[src/hw/smr_pkg.sv]
`default_nettype none
package smr_pkg;
	// ==========================================================
	// register map
	localparam logic [3:0] SMR_ADDR_CSR     = 4'h0;
	localparam logic [3:0] SMR_ADDR_IRQ_ST  = 4'h1;
	localparam logic [3:0] SMR_ADDR_IRQ_EN  = 4'h2;
	localparam logic [3:0] SMR_ADDR_IRQ_CLR = 4'h3;
	localparam int SMR_BIT_SEL  = 7;
	localparam int SMR_BIT_IE   = 6;
	localparam int SMR_BIT_FLAG = 5;
	localparam int SMR_BIT_LVRF = 4;
	localparam int SMR_BIT_WDRF = 0;
	localparam logic [7:0] SMR_CSR_RST = 8'h00;
	localparam int SMR_EV_CHANGE = 0;
	localparam int SMR_EV_ENABLE = 1;
	// ==========================================================
	// reset delay options, in cpu cycles
	localparam logic [12:0] SMR_DLY_SHORT = 13'h0100;
	localparam logic [12:0] SMR_DLY_LONG  = 13'h1000;

	typedef enum logic [1:0] {
		SMR_RST_EXT = 2'h0,
		SMR_RST_WDG = 2'h1,
		SMR_RST_LOWVOLT = 2'h2
	} smr_src_e;

	typedef struct packed {
		logic       sel;
		logic       ie;
		logic       lvrf;
		logic       wdrf;
		logic [1:0] sync;
		logic       flag;
		logic       pend;
		logic [1:0] irq_st;
		logic [1:0] irq_en;
		logic [12:0] dly;
		logic       first;
		logic [7:0] rdata;
		logic       irq;
		logic       cpu_irq;
		logic       wake;
	} smr_state_s;
endpackage : smr_pkg
`default_nettype wire

[src/hw/smr_top.sv]
// Design decisions made here: the placing of the registers and strobed register access.
`default_nettype none
module smr_top
	import smr_pkg::*;
#(
	parameter logic [12:0] RESET_DELAY_LONG  = smr_pkg::SMR_DLY_LONG,
	parameter logic [12:0] RESET_DELAY_SHORT = smr_pkg::SMR_DLY_SHORT
)(
	input  wire logic       clk_i,
	input  wire logic       sys_rst_i,
	input  wire logic [1:0] rst_src_i,
	input  wire logic       lowvolt_det_en_i,
	input  wire logic       long_delay_i,
	input  wire logic       cmp_supply_i,
	input  wire logic       cmp_sense_i,
	input  wire logic       halt_i,
	input  wire logic       cpu_mask_i,
	input  wire logic       irq_ack_i,
	input  wire logic [3:0] addr_i,
	input  wire logic [7:0] wdata_i,
	input  wire logic       wr_i,
	input  wire logic       rd_i,
	output logic      [7:0] rdata_o,
	output logic            cpu_irq_o,
	output logic            wake_o,
	output logic            irq_o
);
	import smr_pkg::*;

	smr_state_s s_q;
	smr_state_s s_d;
	logic       raw;
	logic       csr_wr;
	logic       frozen;
	logic [7:0] csr_rd;
	logic [1:0] ev;

	// ==========================================================
	// address decode, used by the write paths and the read checks; the read mux decodes addr_i itself
	function automatic logic reg_hit(
		input logic [3:0] addr,
		input logic [3:0] target
	);
		return addr == target;
	endfunction

	// ==========================================================
	// comparator select and sync
	assign raw    = s_q.sel ? cmp_sense_i : cmp_supply_i;
	assign frozen = halt_i;
	assign csr_wr = wr_i && reg_hit(addr_i, SMR_ADDR_CSR) && !frozen;

	always_comb
	begin
		csr_rd = 8'h00; // reserved bits read zero
		csr_rd[SMR_BIT_SEL]  = s_q.sel;
		csr_rd[SMR_BIT_IE]   = s_q.ie;
		csr_rd[SMR_BIT_FLAG] = s_q.flag;
		csr_rd[SMR_BIT_LVRF] = s_q.lvrf; // meaningless without detector
		csr_rd[SMR_BIT_WDRF] = s_q.wdrf;
	end

	// ==========================================================
	// next state
	always_comb
	begin
		s_d = s_q;
		ev  = 2'h0;
		if (!frozen)
		begin
			s_d.sync = {s_q.sync[0], raw};
			if (s_q.dly != 13'h0000)
				s_d.dly = s_q.dly - 13'h0001;
			if (lowvolt_det_en_i)
			begin
				if (s_q.sync[1] != s_q.flag)
				begin
					s_d.flag = s_q.sync[1];
					// flag changes in either direction inside reset delay are silent
					if (s_q.ie && !(s_q.first && s_q.dly != 13'h0000))
						ev[SMR_EV_CHANGE] = 1'b1;
				end
			end
			if (csr_wr)
			begin
				s_d.sel = wdata_i[SMR_BIT_SEL];
				s_d.ie  = wdata_i[SMR_BIT_IE];
				// enabling while the flag is set gives its own interrupt
				if (wdata_i[SMR_BIT_IE] && !s_q.ie && s_q.flag && lowvolt_det_en_i)
					ev[SMR_EV_ENABLE] = 1'b1;
				if (!wdata_i[SMR_BIT_LVRF])
					s_d.lvrf = 1'b0;
				if (!wdata_i[SMR_BIT_WDRF])
					s_d.wdrf = 1'b0;
			end
			if (s_q.dly == 13'h0000)
				s_d.first = 1'b0;
		end
		// set wins over the acknowledge
		if (irq_ack_i)
			s_d.pend = 1'b0;
		if (ev != 2'h0)
			s_d.pend = 1'b1;
		if (wr_i && reg_hit(addr_i, SMR_ADDR_IRQ_EN))
			s_d.irq_en = wdata_i[1:0];
		if (wr_i && reg_hit(addr_i, SMR_ADDR_IRQ_CLR))
			s_d.irq_st = s_q.irq_st & ~wdata_i[1:0];
		s_d.irq_st = s_d.irq_st | ev;
		s_d.irq    = |(s_d.irq_st & s_d.irq_en);
		// registered outputs: mask and halt take effect one cycle late
		s_d.cpu_irq = s_d.pend && s_d.ie && !cpu_mask_i;
		s_d.wake    = s_d.pend && s_d.ie && !halt_i;
		s_d.rdata  = 8'h00;
		if (rd_i)
		begin
			case (addr_i)
				SMR_ADDR_CSR:    s_d.rdata = csr_rd;
				SMR_ADDR_IRQ_ST: s_d.rdata = {6'h00, s_q.irq_st};
				SMR_ADDR_IRQ_EN: s_d.rdata = {6'h00, s_q.irq_en};
				default:         s_d.rdata = 8'h00;
			endcase
		end
	end

	// ==========================================================
	// state register
	always_ff @(posedge clk_i)
	begin
		if (sys_rst_i)
		begin
			s_q        <= '0;
			s_q.dly    <= long_delay_i ? RESET_DELAY_LONG : RESET_DELAY_SHORT;
			s_q.first  <= 1'b1;
			// source flags survive reset per source
			s_q.lvrf   <= (rst_src_i == SMR_RST_LOWVOLT) ? 1'b1 : s_q.lvrf;
			s_q.wdrf   <= (rst_src_i == SMR_RST_WDG) ? 1'b1 :
				(rst_src_i == SMR_RST_LOWVOLT) ? 1'b0 : s_q.wdrf;
			s_q.flag   <= 1'b0;
		end
		else
			s_q <= s_d;
	end

	assign rdata_o   = s_q.rdata;
	assign irq_o     = s_q.irq;
	assign cpu_irq_o = s_q.cpu_irq;
	assign wake_o    = s_q.wake;

	// ==========================================================
	// checks
	a_flag_sync: assert property (@(posedge clk_i) disable iff (sys_rst_i)
		(!halt_i && lowvolt_det_en_i && s_q.sync[1] != s_q.flag) |=> s_q.flag == $past(s_q.sync[1]))
		else $error("flag did not follow synchronised comparator");
	a_halt_frozen: assert property (@(posedge clk_i) disable iff (sys_rst_i)
		halt_i |=> $stable(s_q.sel) && $stable(s_q.ie) && $stable(s_q.flag))
		else $error("register changed in halt");
	a_ack_clears: assert property (@(posedge clk_i) disable iff (sys_rst_i)
		(irq_ack_i && ev == 2'h0) |=> !s_q.pend)
		else $error("pending not cleared by acknowledge");
	a_event_pend: assert property (@(posedge clk_i) disable iff (sys_rst_i)
		(ev != 2'h0) |=> s_q.pend && s_q.irq_st != 2'h0)
		else $error("event lost");
	a_mask_gate: assert property (@(posedge clk_i) disable iff (sys_rst_i)
		cpu_mask_i |=> !cpu_irq_o)
		else $error("interrupt passed global mask");
	a_no_detector: assert property (@(posedge clk_i) disable iff (sys_rst_i)
		!lowvolt_det_en_i |=> $stable(s_q.flag))
		else $error("flag moved with detector disabled");
	a_lvrf_clear: assert property (@(posedge clk_i) disable iff (sys_rst_i)
		(csr_wr && !wdata_i[SMR_BIT_LVRF]) |=> !s_q.lvrf)
		else $error("lowvolt flag not cleared");
	a_delay_silent: assert property (@(posedge clk_i) disable iff (sys_rst_i)
		(s_q.first && s_q.dly != 13'h0000) |-> !ev[SMR_EV_CHANGE])
		else $error("interrupt inside reset delay");

	// ==========================================================
	// register port checks
	a_sel_write: assert property (@(posedge clk_i) disable iff (sys_rst_i)
		csr_wr
		|=> s_q.sel == $past(wdata_i[SMR_BIT_SEL]))
		else $error("select bit not written");

	a_ie_write: assert property (@(posedge clk_i) disable iff (sys_rst_i)
		csr_wr
		|=> s_q.ie == $past(wdata_i[SMR_BIT_IE]))
		else $error("enable bit not written");

	a_sel_hold: assert property (@(posedge clk_i) disable iff (sys_rst_i)
		!csr_wr
		|=> $stable(s_q.sel))
		else $error("select bit moved without a write");

	a_ie_hold: assert property (@(posedge clk_i) disable iff (sys_rst_i)
		!csr_wr
		|=> $stable(s_q.ie))
		else $error("enable bit moved without a write");

	a_wdrf_clear: assert property (@(posedge clk_i) disable iff (sys_rst_i)
		(csr_wr && !wdata_i[SMR_BIT_WDRF])
		|=> !s_q.wdrf)
		else $error("watchdog flag not cleared");

	a_lvrf_keep: assert property (@(posedge clk_i) disable iff (sys_rst_i)
		(csr_wr && wdata_i[SMR_BIT_LVRF])
		|=> $stable(s_q.lvrf))
		else $error("writing one changed lowvolt flag");

	a_wdrf_keep: assert property (@(posedge clk_i) disable iff (sys_rst_i)
		(csr_wr && wdata_i[SMR_BIT_WDRF])
		|=> $stable(s_q.wdrf))
		else $error("writing one changed watchdog flag");

	a_lvrf_no_rise: assert property (@(posedge clk_i) disable iff (sys_rst_i)
		!s_q.lvrf
		|=> !s_q.lvrf)
		else $error("lowvolt flag set outside reset");

	a_wdrf_no_rise: assert property (@(posedge clk_i) disable iff (sys_rst_i)
		!s_q.wdrf
		|=> !s_q.wdrf)
		else $error("watchdog flag set outside reset");

	a_rd_csr: assert property (@(posedge clk_i) disable iff (sys_rst_i)
		(rd_i && reg_hit(addr_i, SMR_ADDR_CSR))
		|=> rdata_o == $past(csr_rd))
		else $error("control read data wrong");

	a_rd_reserved: assert property (@(posedge clk_i) disable iff (sys_rst_i)
		(rd_i && reg_hit(addr_i, SMR_ADDR_CSR))
		|=> rdata_o[SMR_BIT_LVRF-1:SMR_BIT_WDRF+1] == '0)
		else $error("reserved bits read nonzero");

	a_en_write: assert property (@(posedge clk_i) disable iff (sys_rst_i)
		(wr_i && reg_hit(addr_i, SMR_ADDR_IRQ_EN))
		|=> s_q.irq_en == $past(wdata_i[1:0]))
		else $error("interrupt enable not written");

	a_clr_write: assert property (@(posedge clk_i) disable iff (sys_rst_i)
		(wr_i && reg_hit(addr_i, SMR_ADDR_IRQ_CLR) && ev == 2'h0)
		|=> (s_q.irq_st & $past(wdata_i[1:0])) == 2'h0)
		else $error("status bit not cleared");

	a_rd_status: assert property (@(posedge clk_i) disable iff (sys_rst_i)
		(rd_i && reg_hit(addr_i, SMR_ADDR_IRQ_ST))
		|=> rdata_o[1:0] == $past(s_q.irq_st))
		else $error("status read data wrong");

	// ==========================================================
	// flag, delay and halt checks
	a_sync_shift: assert property (@(posedge clk_i) disable iff (sys_rst_i)
		!halt_i
		|=> s_q.sync[1] == $past(s_q.sync[0]))
		else $error("second sync stage did not shift");

	a_sync_take: assert property (@(posedge clk_i) disable iff (sys_rst_i)
		!halt_i
		|=> s_q.sync[0] == $past(raw))
		else $error("first sync stage did not sample");

	a_flag_hold: assert property (@(posedge clk_i) disable iff (sys_rst_i)
		s_q.sync[1] == s_q.flag
		|=> $stable(s_q.flag))
		else $error("flag moved without comparator change");

	a_halt_sync: assert property (@(posedge clk_i) disable iff (sys_rst_i)
		halt_i
		|=> $stable(s_q.sync))
		else $error("synchroniser moved in halt");

	a_dly_count: assert property (@(posedge clk_i) disable iff (sys_rst_i)
		(!halt_i && s_q.dly != 13'h0000)
		|=> s_q.dly == $past(s_q.dly) - 13'h0001)
		else $error("reset delay did not count");

	a_dly_rest: assert property (@(posedge clk_i) disable iff (sys_rst_i)
		s_q.dly == 13'h0000
		|=> s_q.dly == 13'h0000)
		else $error("reset delay restarted");

	a_first_drop: assert property (@(posedge clk_i) disable iff (sys_rst_i)
		(!halt_i && s_q.dly == 13'h0000)
		|=> !s_q.first)
		else $error("power-up window not closed");

	a_first_stay: assert property (@(posedge clk_i) disable iff (sys_rst_i)
		!s_q.first
		|=> !s_q.first)
		else $error("power-up window reopened");

	a_halt_flags: assert property (@(posedge clk_i) disable iff (sys_rst_i)
		halt_i
		|=> $stable(s_q.lvrf) && $stable(s_q.wdrf))
		else $error("reset flags changed in halt");

	a_halt_delay: assert property (@(posedge clk_i) disable iff (sys_rst_i)
		halt_i
		|=> $stable(s_q.dly))
		else $error("reset delay counted in halt");

	// ==========================================================
	// event and interrupt checks
	a_no_det_event: assert property (@(posedge clk_i) disable iff (sys_rst_i)
		!lowvolt_det_en_i
		|-> ev == 2'h0)
		else $error("event with detector disabled");

	a_change_event: assert property (@(posedge clk_i) disable iff (sys_rst_i)
		ev[SMR_EV_CHANGE]
		|=> s_q.irq_st[SMR_EV_CHANGE])
		else $error("change event not recorded");

	a_enable_event: assert property (@(posedge clk_i) disable iff (sys_rst_i)
		(csr_wr && wdata_i[SMR_BIT_IE] && !s_q.ie && s_q.flag && lowvolt_det_en_i)
		|=> s_q.irq_st[SMR_EV_ENABLE])
		else $error("enable event not recorded");

	a_no_ie_event: assert property (@(posedge clk_i) disable iff (sys_rst_i)
		!s_q.ie
		|-> !ev[SMR_EV_CHANGE])
		else $error("change event while disabled");

	a_on_ie_event: assert property (@(posedge clk_i) disable iff (sys_rst_i)
		s_q.ie
		|-> !ev[SMR_EV_ENABLE])
		else $error("enable event repeated");

	a_pend_hold: assert property (@(posedge clk_i) disable iff (sys_rst_i)
		(s_q.pend && !irq_ack_i)
		|=> s_q.pend)
		else $error("pending lost without acknowledge");

	a_irq_level: assert property (@(posedge clk_i) disable iff (sys_rst_i)
		|(s_d.irq_st & s_d.irq_en)
		|=> irq_o)
		else $error("interrupt output missing");

	a_irq_low: assert property (@(posedge clk_i) disable iff (sys_rst_i)
		!(|(s_d.irq_st & s_d.irq_en))
		|=> !irq_o)
		else $error("interrupt output without cause");

	a_cpu_irq_set: assert property (@(posedge clk_i) disable iff (sys_rst_i)
		(s_d.pend && s_d.ie && !cpu_mask_i)
		|=> cpu_irq_o)
		else $error("cpu request missing");

	a_cpu_irq_ie: assert property (@(posedge clk_i) disable iff (sys_rst_i)
		!s_d.ie
		|=> !cpu_irq_o)
		else $error("cpu request while disabled");

	a_halt_no_wake: assert property (@(posedge clk_i) disable iff (sys_rst_i)
		halt_i
		|=> !wake_o)
		else $error("wake raised in halt");

	a_wake_set: assert property (@(posedge clk_i) disable iff (sys_rst_i)
		(!halt_i && s_d.pend && s_d.ie)
		|=> wake_o)
		else $error("wake missing in wait");

endmodule : smr_top
`default_nettype wire

[config.mk]
export PLATFORM = sky130hd
export DESIGN_NAME = smr_top
export DESIGN_NICKNAME = d
export VERILOG_FILES = /design/src/hw/smr_pkg.sv /design/src/hw/smr_top.sv
export SDC_FILE = /design/constraint.sdc
export NUM_CORES = 1
export LEC_CHECK = 0
export ABC_AREA = 1
export BUFFER_PORTS_ARGS = -buffer_cell sky130_fd_sc_hd__buf_2
export CAP_MARGIN = 5
export CORE_ASPECT_RATIO = 1.25
export CORE_MARGIN = 2
export CORE_UTILIZATION = 54
export CTS_BUF_LIST = sky130_fd_sc_hd__clkbuf_8 sky130_fd_sc_hd__clkbuf_16
export DETAILED_ROUTE_END_ITERATION = 8
export PLACE_DENSITY = 0.88
export SLEW_MARGIN = 30
export SYNTH_ARGS = -nofsm -noshare
export SYNTH_HDL_FRONTEND = slang
export SYNTH_SLANG_ARGS = --single-unit
[constraint.sdc]
create_clock -name clk_i -period 2.2 [get_ports clk_i]
set_clock_uncertainty 0.05 [all_clocks]
set_input_delay 0.11 -clock clk_i [delete_from_list [all_inputs] [get_ports clk_i]]
set_output_delay 0.11 -clock clk_i [all_outputs]
set_load 0.05 [all_outputs]
## After elaboration in Yosys (flattened, before gate mapping)

Cells that the tools add are included.

| cells by class | value |
|---|---|
| add/subtract/negate cells | 1 |
| multipliers | 0 |
| div/mod/pow operators | 0 |
| order comparisons | 0 |
| equal/unequal tests | 11 |
| shift operators | 0 |
| muxes and demuxes | 27 |
| bitwise logic cells | 6 |
| reductions and logical operators | 30 |

Operator list:

| cell | number |
|---|---|
| 35-bit two-way mux | 1 |
| 13-bit two-way mux | 2 |
| 8-bit one-hot mux with 3 select lines | 1 |
| 1-bit two-way mux | 16 |
| 14-bit two-way mux | 1 |
| 13-bit zero test | 1 |
| 13-bit nonzero test | 1 |
| 13-bit by 1-bit subtractor with 13-bit output (second input constant) | 1 |
| 1-bit logical AND | 12 |
| 4-bit by 2-bit == test with 1-bit output (second input constant) | 2 |
| 8-bit two-way mux | 1 |
| 4-bit AND reduction | 2 |
| 2-bit two-way mux | 3 |
| 6-bit two-way mux | 1 |
| 2-bit != test (second input constant) | 3 |
| 2-bit AND reduction | 3 |
| 2-bit nonzero test | 3 |
| 2-bit AND | 2 |
| 4-bit by 1-bit == test with 1-bit output (second input constant) | 1 |
| 1-bit zero test | 4 |
| 4-bit zero test | 1 |
| 2-bit OR reduction | 2 |
| 3-bit two-way mux | 1 |
| 3-bit by 1-bit != test with 1-bit output (second input constant) | 1 |
| other kinds (8) | 9 |

| storage, ports and cells | value |
|---|---|
| register bits | 37 |
| bits in latches | 0 |
| memory bits (writable) | 0 |
| bits in read-only memories | 0 |
| input port bits | 25 |
| output and inout bits | 11 |
| word-level logic and storage cells | 90 |
| memories kept | 0 |

## Logic depth before layout (Yosys ltp)

Gate-level depths: netlist of the first run.

| logic depth | value |
|---|---|
| depth after elaboration | 13 |
| depth in mapped cells | 10 |
| gate-level depth less buffers | 10 |

## Worst setup path after synthesis of the first run

Ideal clock, no wire load.

| path | value |
|---|---|
| path kind | flip-flop to flip-flop |
| start point | register s_q[12] in the netlist's numbering |
| end point | register s_q[12] in the netlist's numbering, enable pin |
| setup time | 0.387 ns |
| arrival time | 1.484 ns |
| data required time | 1.763 ns |
| setup slack | 0.279 ns |
| cell stages (with the launch flop) | 8 |
| buffers on the path | 0 |
| clock period less this slack | 1.921 ns |
| cells stage by stage | edfxtp_1 > inv_1 > ha_1 > nand2_1 > nor2_2 > nand2_1 > nor2_1 > a21oi_1 |

| between the ends | value |
|---|---|
| cells in the longest elaborated chain, start to end | 3 |

Ends and longest elaborated chain:

| item | RTL line | source |
|---|---|---|
| start: declaration | smr_top.sv:30 | `smr_state_s s_q;` |
| 13-bit nonzero test | smr_top.sv:72 | `if (s_q.dly != 13'h0000)` |
| 2-bit nonzero test (no source line) | n/a |  |
| 2-bit AND reduction (no source line) | n/a |  |

Every way passes these cells.
A chain may end at the register's enable or synchronous reset.

## Final worst setup path of the first run

Ends and elaborated chain as after synthesis.

==> impl_metrics.csv, run 1 <==
group,metric,value,unit
outcome,status,"finished, final reports clean",
detailed_routing,wl_per_cell,11.40,um
floorplan,core.rowCount,23,
grt,grt_pass1_vias,1386,
power_and_ir_drop,p_sw,361.2,uW
grt,grt-ovfl-total,0,
setup_path,path_class,"register to register",
grt,grt_pass1_wl,5561,um
setup_path,path_max_fanout,13,
synth,synth_cells,219,
clocking,clk_pin_slew,0.07,ns
placement,pre_cts_ws,0.6252,ns
power_and_ir_drop,comb_power_share,0.131,
run,drv_cap,0,
floorplan,initial_utilization,0.5605,
sta,fin_crit_sh,0.7246,
sta,fin_crit,1.594,ns
power_and_ir_drop,irDropWorstVdd,532.7,uV
power_and_ir_drop,seq_power_share,0.518,
clocking,cts_inserted_buffers,5,
setup_path,arrival,1.53,ns
floorplan,die_w,55.50,um
clocking,cts_tree,"done",
power_and_ir_drop,pwr-share-clk,0.351,
placement,hpwl,2468,um
setup_path,worstPathRequired,2.13,ns
power_and_ir_drop,p_int,1.065,mW
sta,rsz0062_at_grt,"no",
floorplan,die_y,68.38,um
final_layout,num_antenna_cells,0,
hold_path,holdCritPathClass,"primary input to register",
grt,grt_usage,0.1910,
floorplan,pin_count,36,
final_layout,syn_to_final_growth,12.79,%
clocking,cts.sinks,35,
final_layout,finalNetCount,274,
clocking,cts_buffer_depth,2,
setup_path,worst_setup_path_end_kind,"register",
sta,drv_slew,0,
power_and_ir_drop,p_sw_frac,0.2533,
sta,finalWorstSetupSlack,0.6058,ns
sta,tns,0,ns
detailed_routing,drtIter0Drc,42,
floorplan,die_area,3795,um2
synth,syn_avg_cell_area,8.176,um2
detailed_routing,dr.pass1.iters,4,
detailed_routing,viasPerCell,5.000,
sta,hold_viol_final,0,
sta,fmax,0.6273,GHz
detailed_routing,route.detailed.drc,0,
detailed_routing,vias,1425,
placement,port_buffers,30,
detailed_routing,postRouteWirelength,3248,um
clocking,cts_hold_buf,0,
synth,synth_seq_cells,35,
synth,seq_area_frac_synth,0.4752,
detailed_routing,antenna_left,0,
synth,netlist_area,1790,um2
final_layout,fillers,269,
clocking,cts-root-buf,"clkbuf_8",
final_layout,drive_gt1_frac,0.2218,
clocking,cts_max_level,2,
placement,gp_congestion,0.8161,
setup_path,start_kind,"register",
grt,grt_start_max_net_pins,14,
synth,yosysWarnings,0,
clocking,cts_setup_buffers,0,
synth,synth.distinct_cells,28,
clocking,insertion_delay,0.28,ns
power_and_ir_drop,total_leakage_power,0.9174,nW
clocking,ctsResizeCount,0,
power_and_ir_drop,powerDensity,706.1,nW/um2
grt,antenna_found_initial,0,
floorplan,core_area,3194,um2
sta,setup_viol,0,
==> power groups by stage <==
stage               Clock [mW]  Sequential, mW  Combinational [mW]
global route             0.534           0.744               0.216
global placement             0           0.751               0.182
floorplan                    0           0.747               0.139
detailed placement           0           0.752               0.187
CTS                      0.509           0.738               0.188
finish                   0.500           0.738               0.187
==> registers in the layout (all words and copies together), names as in the netlist <==
| signal | flops |
|---|---|
| cpu_irq_o | 1 |
| csr_rd | 5 |
| irq_o | 1 |
| rdata_o | 6 |
| s_q | 21 |
| wake_o | 1 |
==> cell usage after synthesis <==
master	number	share of area
nand2_1	36	0.075
nor2_1	35	0.073
inv_1	27	0.057
dfxtp_1	20	0.22
edfxtp_1	15	0.25
a21oi_1	13	0.036
o21ai_0	12	0.034
buf_4	8	0.034
nor2_2	7	0.024
nand3_1	6	0.017
nand4_1	6	0.021
o21ai_1	6	0.017
nand2_2	3	0.010
nor2_4	3	0.019
nor3_1	3	0.0084
xnor2_1	3	0.015
and2_1	2	0.0070
ha_1	2	0.014
nand3_2	2	0.011
nand4_2	2	0.014
buf_2	1	0.0028
buf_6	1	0.0063
clkbuf_1	1	0.0021
conb_1	1	0.0021
mux2i_1	1	0.0056
nor2_8	1	0.011
o211ai_1	1	0.0042
o21a_1	1	0.0042
==> placed cells by master (no fill, tap or decap), types with 5 or more instances in the layout <==
cell / synthesis / routed
inv_1: 27 / 29
dfxtp_1: 20 / 20
buf_2: 1 / 30
a21oi_1: 13 / 13
nor2_1: 35 / 35
nand4_1: 6 / 6
nor2_2: 7 / 7
nand3_1: 6 / 6
o21ai_1: 6 / 6
nand2_1: 36 / 36
o21ai_0: 12 / 12
edfxtp_1: 15 / 15
clkbuf_8: 0 / 5
==> worst paths after layout <==
check,startpoint,to,slack (ns),cells after the start
max reg2reg,s_q[12],s_q[12],0.61,8
min,cpu_mask_i,cpu_irq_o,0.01,4
min reg2reg,s_q[31],s_q[31],0.43,2
max,s_q[12],s_q[12],0.61,8
==> area by class of cell <==
cell class	instances	area [um2]	share of cell area
Tap cell	37	46.29	0.02292
Timing Repair Buffer	31	157.7	0.07807
Multi-Input combinational cell	147	762.0	0.3773
Clock inverter	2	7.507	0.003717
Sequential cell	35	850.8	0.4213
Inverter	27	101.3	0.05019
Clock buffer	6	93.84	0.04647
==> cell families after synthesis <==
family,count (synthesis),share of synthesized area
and+or+nand+nor,106,0.2921
buffers and inverters,38,0.1013
DFF,35,0.4752
AOI/OAI and AO/OA,33,0.09504
xor gates and xnor gates,3,0.01468
adders and majority gates,2,0.01397
other,1,0.002094
muxes,1,0.005591
==> metrics by stage <==
step | hold slack (ns) | instances | power (mW) | util | cell area [um2]
3_5_place_dp | 0.3031 | 277 | 0.9392 | 0.6005 | 1918
5_1_grt | 0.02990 | 285 | 1.493 | 0.6322 | 2019
4_1_cts | 0.003933 | 285 | 1.436 | 0.6322 | 2019
2_1_floorplan | 0.1589 | 220 | 0.8863 | - | 1794
3_3_place_gp | 0.2898 | 277 | 0.9324 | 0.6005 | 1918
6_report | 0.01022 | 285 | 1.426 | 0.6322 | 2019
==> layer usage <==
metal | vias up | global-route usage | wire length [um]
met5 | - | 0 | 0
met4 | 0 | 0.09146 | 30
met3 | 2 | 0.05671 | 176
met2 | 37 | 0.3527 | 1654
met1 | 630 | 0.2009 | 1387
li1 | 756 | - | -
==> critical path, stage by stage, from the launching register on <==
cell and delay (ns):
edfxtp_1 0.35, inv_1 0.08, ha_1 0.19, nand2_1 0.07, nor2_2 0.04, nand2_1 0.08
nor2_1 0.05, a21oi_1 0.14, buf_4 0.24
(Power assumes the default switching activity.)
==> inputs of run 2 (changes only) <==
ABC_AREA = 0   (was 1)
CORE_UTILIZATION = 48   (was 54)
PLACE_DENSITY = 0.84   (was 0.88)
clock period = 1.4 ns   (was 2.2 ns; I/O delays follow)
==> run 2 against run 1 <==
The flow now finishes with violations (setup timing). Synthesized cell count decreased by 25%. Largest cell class is now multi-input combinational cells. Clock-buffer cell count grew 1. Via count fell by 0.70%. Utilization rose by 6.7 points. Combinational power increased to 2.5 times the previous value. Total power up 75%. Area after synthesis decreased by 6.5%. Worst setup slack got worse by 1.1 ns.
==> impl_metrics.csv, run 2 <==
group,metric,value,unit
clocking,cts_tree,"done",
sta,fmax,0.5313,GHz
detailed_routing,route.detailed.drc,0,
final_layout,top_register,"s_q",
floorplan,die_area,3979,um2
floorplan,initial_utilization,0.4890,
detailed_routing,postRouteWirelength,3816,um
sta,finalWorstSetupSlack,-0.4823,ns
clocking,cts.sinks,35,
detailed_routing,antenna_left,0,
hold_path,holdCritPathClass,"primary input to register",
grt,grt_util_met1,0.2217,
synth,synth_flop_cell,"dfxtp_1",
setup_path,worstPathRequired,1.40,ns
synth,syn_avg_cell_area,10.15,um2
grt,grtUsageMet3,0.05370,
grt,grt_util_met2,0.3798,
grt,grt_pass1_wl,6341,um
final_layout,finish.instance_area,2394,um2
sta,hold_viol_final,0,
synth,netlist_area,1674,um2
floorplan,core.rowCount,24,
synth,synth.distinct_cells,43,
clocking,cts_buffer_depth,2,
outcome,status,"complete, but fails checks",
floorplan,pin_count,36,
clocking,clk_pin_slew,0.07,ns
setup_path,arrival,1.88,ns
clocking,cts_inserted_buffers,5,
placement,port_buffers,30,
final_layout,syn_to_final_growth,42.97,%
synth,seq_area_frac_synth,0.5082,
synth,synth.most_common_cell,"nor2_1",
synth,yosysWarnings,0,
grt,grt_usage,0.2103,
final_layout,layout_common_cells,"buf_2, buf_4, nor2_1",
final_layout,drive_gt1_frac,0.4585,
setup_path,r2r-end,"s_q[21]",
setup_path,worst-r2r-cell-count,5,
synth,synth_edf_count,15,
outcome,violations,"setup timing",
synth,synth_cells,165,
final_layout,finalNetCount,255,
final_layout,largest_reg_flops,21,
grt,grt.busiest_layer,"met2",
sta,setup_viol,26,
synth,synth_common_cells,"nor2_1, dfxtp_1, edfxtp_1",
power_and_ir_drop,irDropWorstVdd,833.0,uV
sta,fin_crit_sh,1.345,
final_layout,fillers,274,
synth,async_reset_ff_frac,0,
power_and_ir_drop,powerDensity,1045,nW/um2
clocking,insertion_delay,0.29,ns
detailed_routing,wl_per_cell,14.24,um
synth,synth_top_area_cell,"edfxtp_1",
grt,antenna_found_initial,0,
sta,rsz0062_at_grt,"yes",
final_layout,num_antenna_cells,0,
detailed_routing,viasPerCell,5.280,
power_and_ir_drop,total_leakage_power,1.010,nW
hold_path,worstHoldPathCells,2,
setup_path,r2r_start,"s_q[16]",
run,drv_cap,0,
detailed_routing,dr.pass1.iters,4,
placement,gp_congestion,0.8721,
synth,synth_seq_cells,35,
setup_path,reg2reg_slack,-0.48,ns
setup_path,start_kind,"register",
detailed_routing,vias,1415,
hold_path,min_to,"csr_rd[4]",
final_layout,fin_util,0.6992,
final_layout,final_common_cell,"buf_2",
hold_path,min_from,"wdata_i[4]",
synth,netlist.area_leader.share,0.2691,
clocking,cts-root-buf,"clkbuf_8",
setup_path,path_class,"register to register",
grt,grt_start_max_net_pins,21,
floorplan,die_w,56.82,um
placement,place_area,2038,um2
placement,hpwl,2646,um
synth,synth.top_cells.by_area,"edfxtp_1, dfxtp_1, nor2_1, mux2i_1, xor2_1",
sta,fin_crit,1.882,ns
setup_path,worst_setup_path_end_kind,"register",
setup_path,path_max_fanout,4,
floorplan,core_area,3423,um2
grt,grt_pass1_vias,1455,
sta,hold_ws,0.04311,ns
grt,grt-ovfl-total,0,
floorplan,die_y,70.03,um
clocking,cts_max_level,2,
detailed_routing,drtIter0Drc,21,
sta,drv_slew,0,
-- run 2: routing by layer --
metal / routed length [um] / share of wire
met2: 2155 / 0.56
met5: 0 / 0
met3: 135 / 0.035
met1: 1379 / 0.36
met4: 145 / 0.038
-- run 2: how the worst max path moves through the flow --
stage,start,slack (ns),end
after global routing,s_q[16],-0.58,s_q[24]
after detailed placement,s_q[16],-0.48,s_q[23]
after CTS,s_q[16],-0.45,s_q[23]
final,s_q[16],-0.48,s_q[21]
after global placement,s_q[16],-0.44,s_q[23]
after floorplan,s_q[16],-0.44,s_q[21]
-- run 2: area by class of cell --
cell class / instances / area [um2] / share of cell area
timing repair buffer: 67 / 462.9 / 0.1934
clock inverter: 1 / 5.005 / 0.002091
sequential: 35 / 852.1 / 0.3560
tap: 39 / 48.80 / 0.02039
clock buffer: 7 / 107.6 / 0.04496
multi-input combinational: 113 / 894.6 / 0.3738
inverter: 6 / 22.52 / 0.009409
-- run 2: critical path, cell delays in order (launching register included) --
cell and delay, ns:
edfxtp_1 0.43, nor4_4 0.39, nand2_2 0.11, or4_4 0.44
xor2_2 0.18, nor2_2 0.04
-- run 2: timing repair --
item                                   4_1_cts  5_1_grt
resized for setup                           25       17
gates cloned                                 1        0
setup endpoints to repair                   29       29
hold buffers                                 2        0
setup buffers                                5        3
endpoints found under the hold margin        2        0
pin swaps                                   14       16
-- run 2: report_power, final --
part           total [mW]  internal, mW  leakage (nW)  switching (mW)
sequential           1.16          1.12         0.322          0.0410
clock               0.871         0.504        0.0594           0.367
combinational       0.470         0.241         0.628           0.229
-- run 2: logic make-up after synthesis --
group                    after synthesis  synth area share
XOR/XNOR                              11           0.05755
buffers and inverters                 19           0.06054
other                                  1          0.002240
AO/OA/AOI/OAI                         22           0.08746
multiplexers                           8           0.04783
flip-flops                            35            0.5082
adder cells (fa/ha/maj)                2           0.01495
AND/OR/NAND/NOR                       67            0.2212
-- run 2: metrics by stage --
stage / setup WS [ns] / total power, mW / std cells / setup TNS [ns]
floorplan: -0.4402 / 1.369 / 166 / -5.180
global placement: -0.4432 / 1.523 / 253 / -8.020
detailed placement: -0.4767 / 1.537 / 253 / -9.425
CTS: -0.4491 / 2.485 / 268 / -7.817
global route: -0.5839 / 2.612 / 268 / -9.960
finish: -0.4823 / 2.500 / 268 / -7.973
==> inputs of run 3 (changes only) <==
CORE_UTILIZATION = 53   (was 48)
GPL_TIMING_DRIVEN = 0   (was unset)
PLACE_DENSITY = 0.87   (was 0.84)
SLEW_MARGIN = 20   (was 30)
clock period = 2.09 ns   (was 1.4 ns; I/O delays follow)
==> run 3 against run 2 <==
Sequential cell count is the same. Largest cell class is now sequential cells. Register-to-register slack better by 0.63 ns. Global-route usage shrank 0.38 points. Non-clock buffer count down 21. Highest routed layer unchanged. The flow now finishes without violations. Worst setup slack better by 0.63 ns. Final cell count fell by 9.3%. Die area down 8.8%. Via count fell by 9.8%. Critical path depth is the same. Hold slack better by 0.0022 ns. Fmax down 3.2%. Sequential power shrank 33%.
==> impl_metrics.csv, run 3 (synthesized netlist as in run 2, its figures left out) <==
group,metric,value,unit
grt,antenna_found_initial,0,
sta,fin_crit_sh,0.9303,
floorplan,pin_count,36,
clocking,cts-root-buf,"clkbuf_8",
grt,grt_usage,0.2065,
setup_path,startpoint,"s_q[16]",
final_layout,layout_common_cells,"buf_2, nor2_1, dfxtp_1",
detailed_routing,drtIter0Drc,30,
floorplan,die_area,3627,um2
final_layout,num_antenna_cells,0,
final_layout,finalNetCount,233,
final_layout,final_common_cell,"buf_2",
detailed_routing,antenna_left,0,
setup_path,path_class,"register to register",
detailed_routing,wl_per_cell,12.99,um
sta,worst_pin_slew,0.5146,ns
hold_path,worstHoldPathCells,3,
sta,tns,0,ns
floorplan,initial_utilization,0.5631,
setup_path,worstPathRequired,2.07,ns
final_layout,top_register,"s_q",
setup_path,arrival,1.92,ns
final_layout,fin_util,0.6700,
power_and_ir_drop,total_leakage_power,0.8550,nW
placement,place_area,1863,um2
final_layout,fillers,237,
grt,grt_pass1_wl,5237,um
hold_path,min_to,"csr_rd[6]",
placement,gp_congestion,0.8357,
clocking,cts_buffer_depth,2,
clocking,cts.sinks,35,
hold_path,holdCritPathClass,"primary input to register",
setup_path,start_kind,"register",
setup_path,path_max_fanout,5,
sta,drv_slew,0,
power_and_ir_drop,finalPower,1.431,mW
floorplan,die_w,54.27,um
sta,slew_headroom,0.6569,
power_and_ir_drop,irDropWorstVdd,685.5,uV
final_layout,drive_gt1_frac,0.2609,
clocking,cts_tree,"done",
clocking,clk_pin_slew,0.07,ns
placement,port_buffers,28,
detailed_routing,postRouteWirelength,3157,um
run,drv_cap,0,
clocking,cts_max_level,2,
detailed_routing,route.detailed.drc,0,
floorplan,die_y,66.84,um
setup_path,worst_setup_path_end_kind,"register",
detailed_routing,vias,1276,
floorplan,core_area,2973,um2
hold_path,min_from,"wdata_i[6]",
placement,hpwl,2253,um
setup_path,reg2reg_slack,0.15,ns
sta,rsz0062_at_grt,"no",
detailed_routing,viasPerCell,5.251,
clocking,cts_inserted_buffers,5,
detailed_routing,dr.pass1.iters,4,
final_layout,syn_to_final_growth,18.98,%
sta,hold_ws,0.04534,ns
outcome,status,"finished, final reports clean",
floorplan,core.rowCount,22,
clocking,insertion_delay,0.28,ns
sta,hold_viol_final,0,
final_layout,largest_reg_flops,21,
setup_path,r2r-end,"s_q[21]",
grt,grt_start_max_net_pins,14,
setup_path,worst-r2r-cell-count,5,
grt,grt_pass1_vias,1224,
power_and_ir_drop,powerDensity,718.2,nW/um2
sta,setup_viol,0,
setup_path,r2r_start,"s_q[16]",
sta,fin_crit,1.944,ns
sta,fmax,0.5143,GHz
grt,grt-ovfl-total,0,
final_layout,finish.instance_area,1992,um2
==> run 3: changes by cell type in the layout (fill, tap and decap cells not counted), sizes merged <==
cell | previous run | this run
buf | 65 | 40
clkinv | 1 | 3
a21o | 2 | 1
clkbuf | 7 | 8
dlygate4sd3 | 2 | 3
==> run 3: worst max-delay path by stage <==
stage	endpoint	slack (ns)	cells after the start
global route	s_q[23]	0.01	5
CTS	s_q[23]	0.1	5
finish	s_q[21]	0.15	5
floorplan	s_q[21]	0.25	5
detailed placement	s_q[23]	0.11	5
global placement	s_q[21]	0.13	5
==> run 3: layer usage <==
layer | up-vias | track usage | part of all wire
met5 | - | 0 | 0
met4 | 0 | 0.1000 | 0.019
met3 | 6 | 0.05381 | 0.034
met2 | 23 | 0.3720 | 0.55
met1 | 597 | 0.2117 | 0.40
li1 | 650 | - | -
==> run 3: area by class of cell <==
class / count / area [um2] / area share
buffer: 13 / 78.83 / 0.03957
clock buffer: 5 / 68.82 / 0.03455
timing repair buffer: 33 / 185.2 / 0.09297
tap: 36 / 45.04 / 0.02261
clock inverter: 3 / 15.01 / 0.007538
sequential: 35 / 850.8 / 0.4271
inverter: 6 / 22.52 / 0.01131
multi-input combinational: 112 / 725.7 / 0.3643
==> run 3: worst max-delay path, stage by stage (launching register included) <==
cell	delay (ns)
edfxtp_1	0.44
nor4_4	0.42
nand2_2	0.12
or4_1	0.43
xor2_1	0.19
nor2_2	0.04
==> run 3: per-stage QoR <==
step | worst slack, ns | instances
6_report | 0.1457 | 243
5_1_grt | 0.01360 | 243
4_1_cts | 0.09622 | 241
3_5_place_dp | 0.1131 | 230
3_3_place_gp | 0.1305 | 230
2_1_floorplan | 0.2480 | 166
==> run 3: power by group <==
part / internal (mW) / leakage (nW) / switching [mW]
Sequential: 0.750 / 0.322 / 0.0316
Combinational: 0.0827 / 0.486 / 0.103
Clock: 0.228 / 0.0477 / 0.236
==> run 3: what timing repair did <==
item                                    in CTS  in global routing
endpoints found under the setup margin       0                  3
hold buffers                                 3                  0
resized for setup                            0                  0
buffers inserted                             0                  2
endpoints found under the hold margin        3                  0
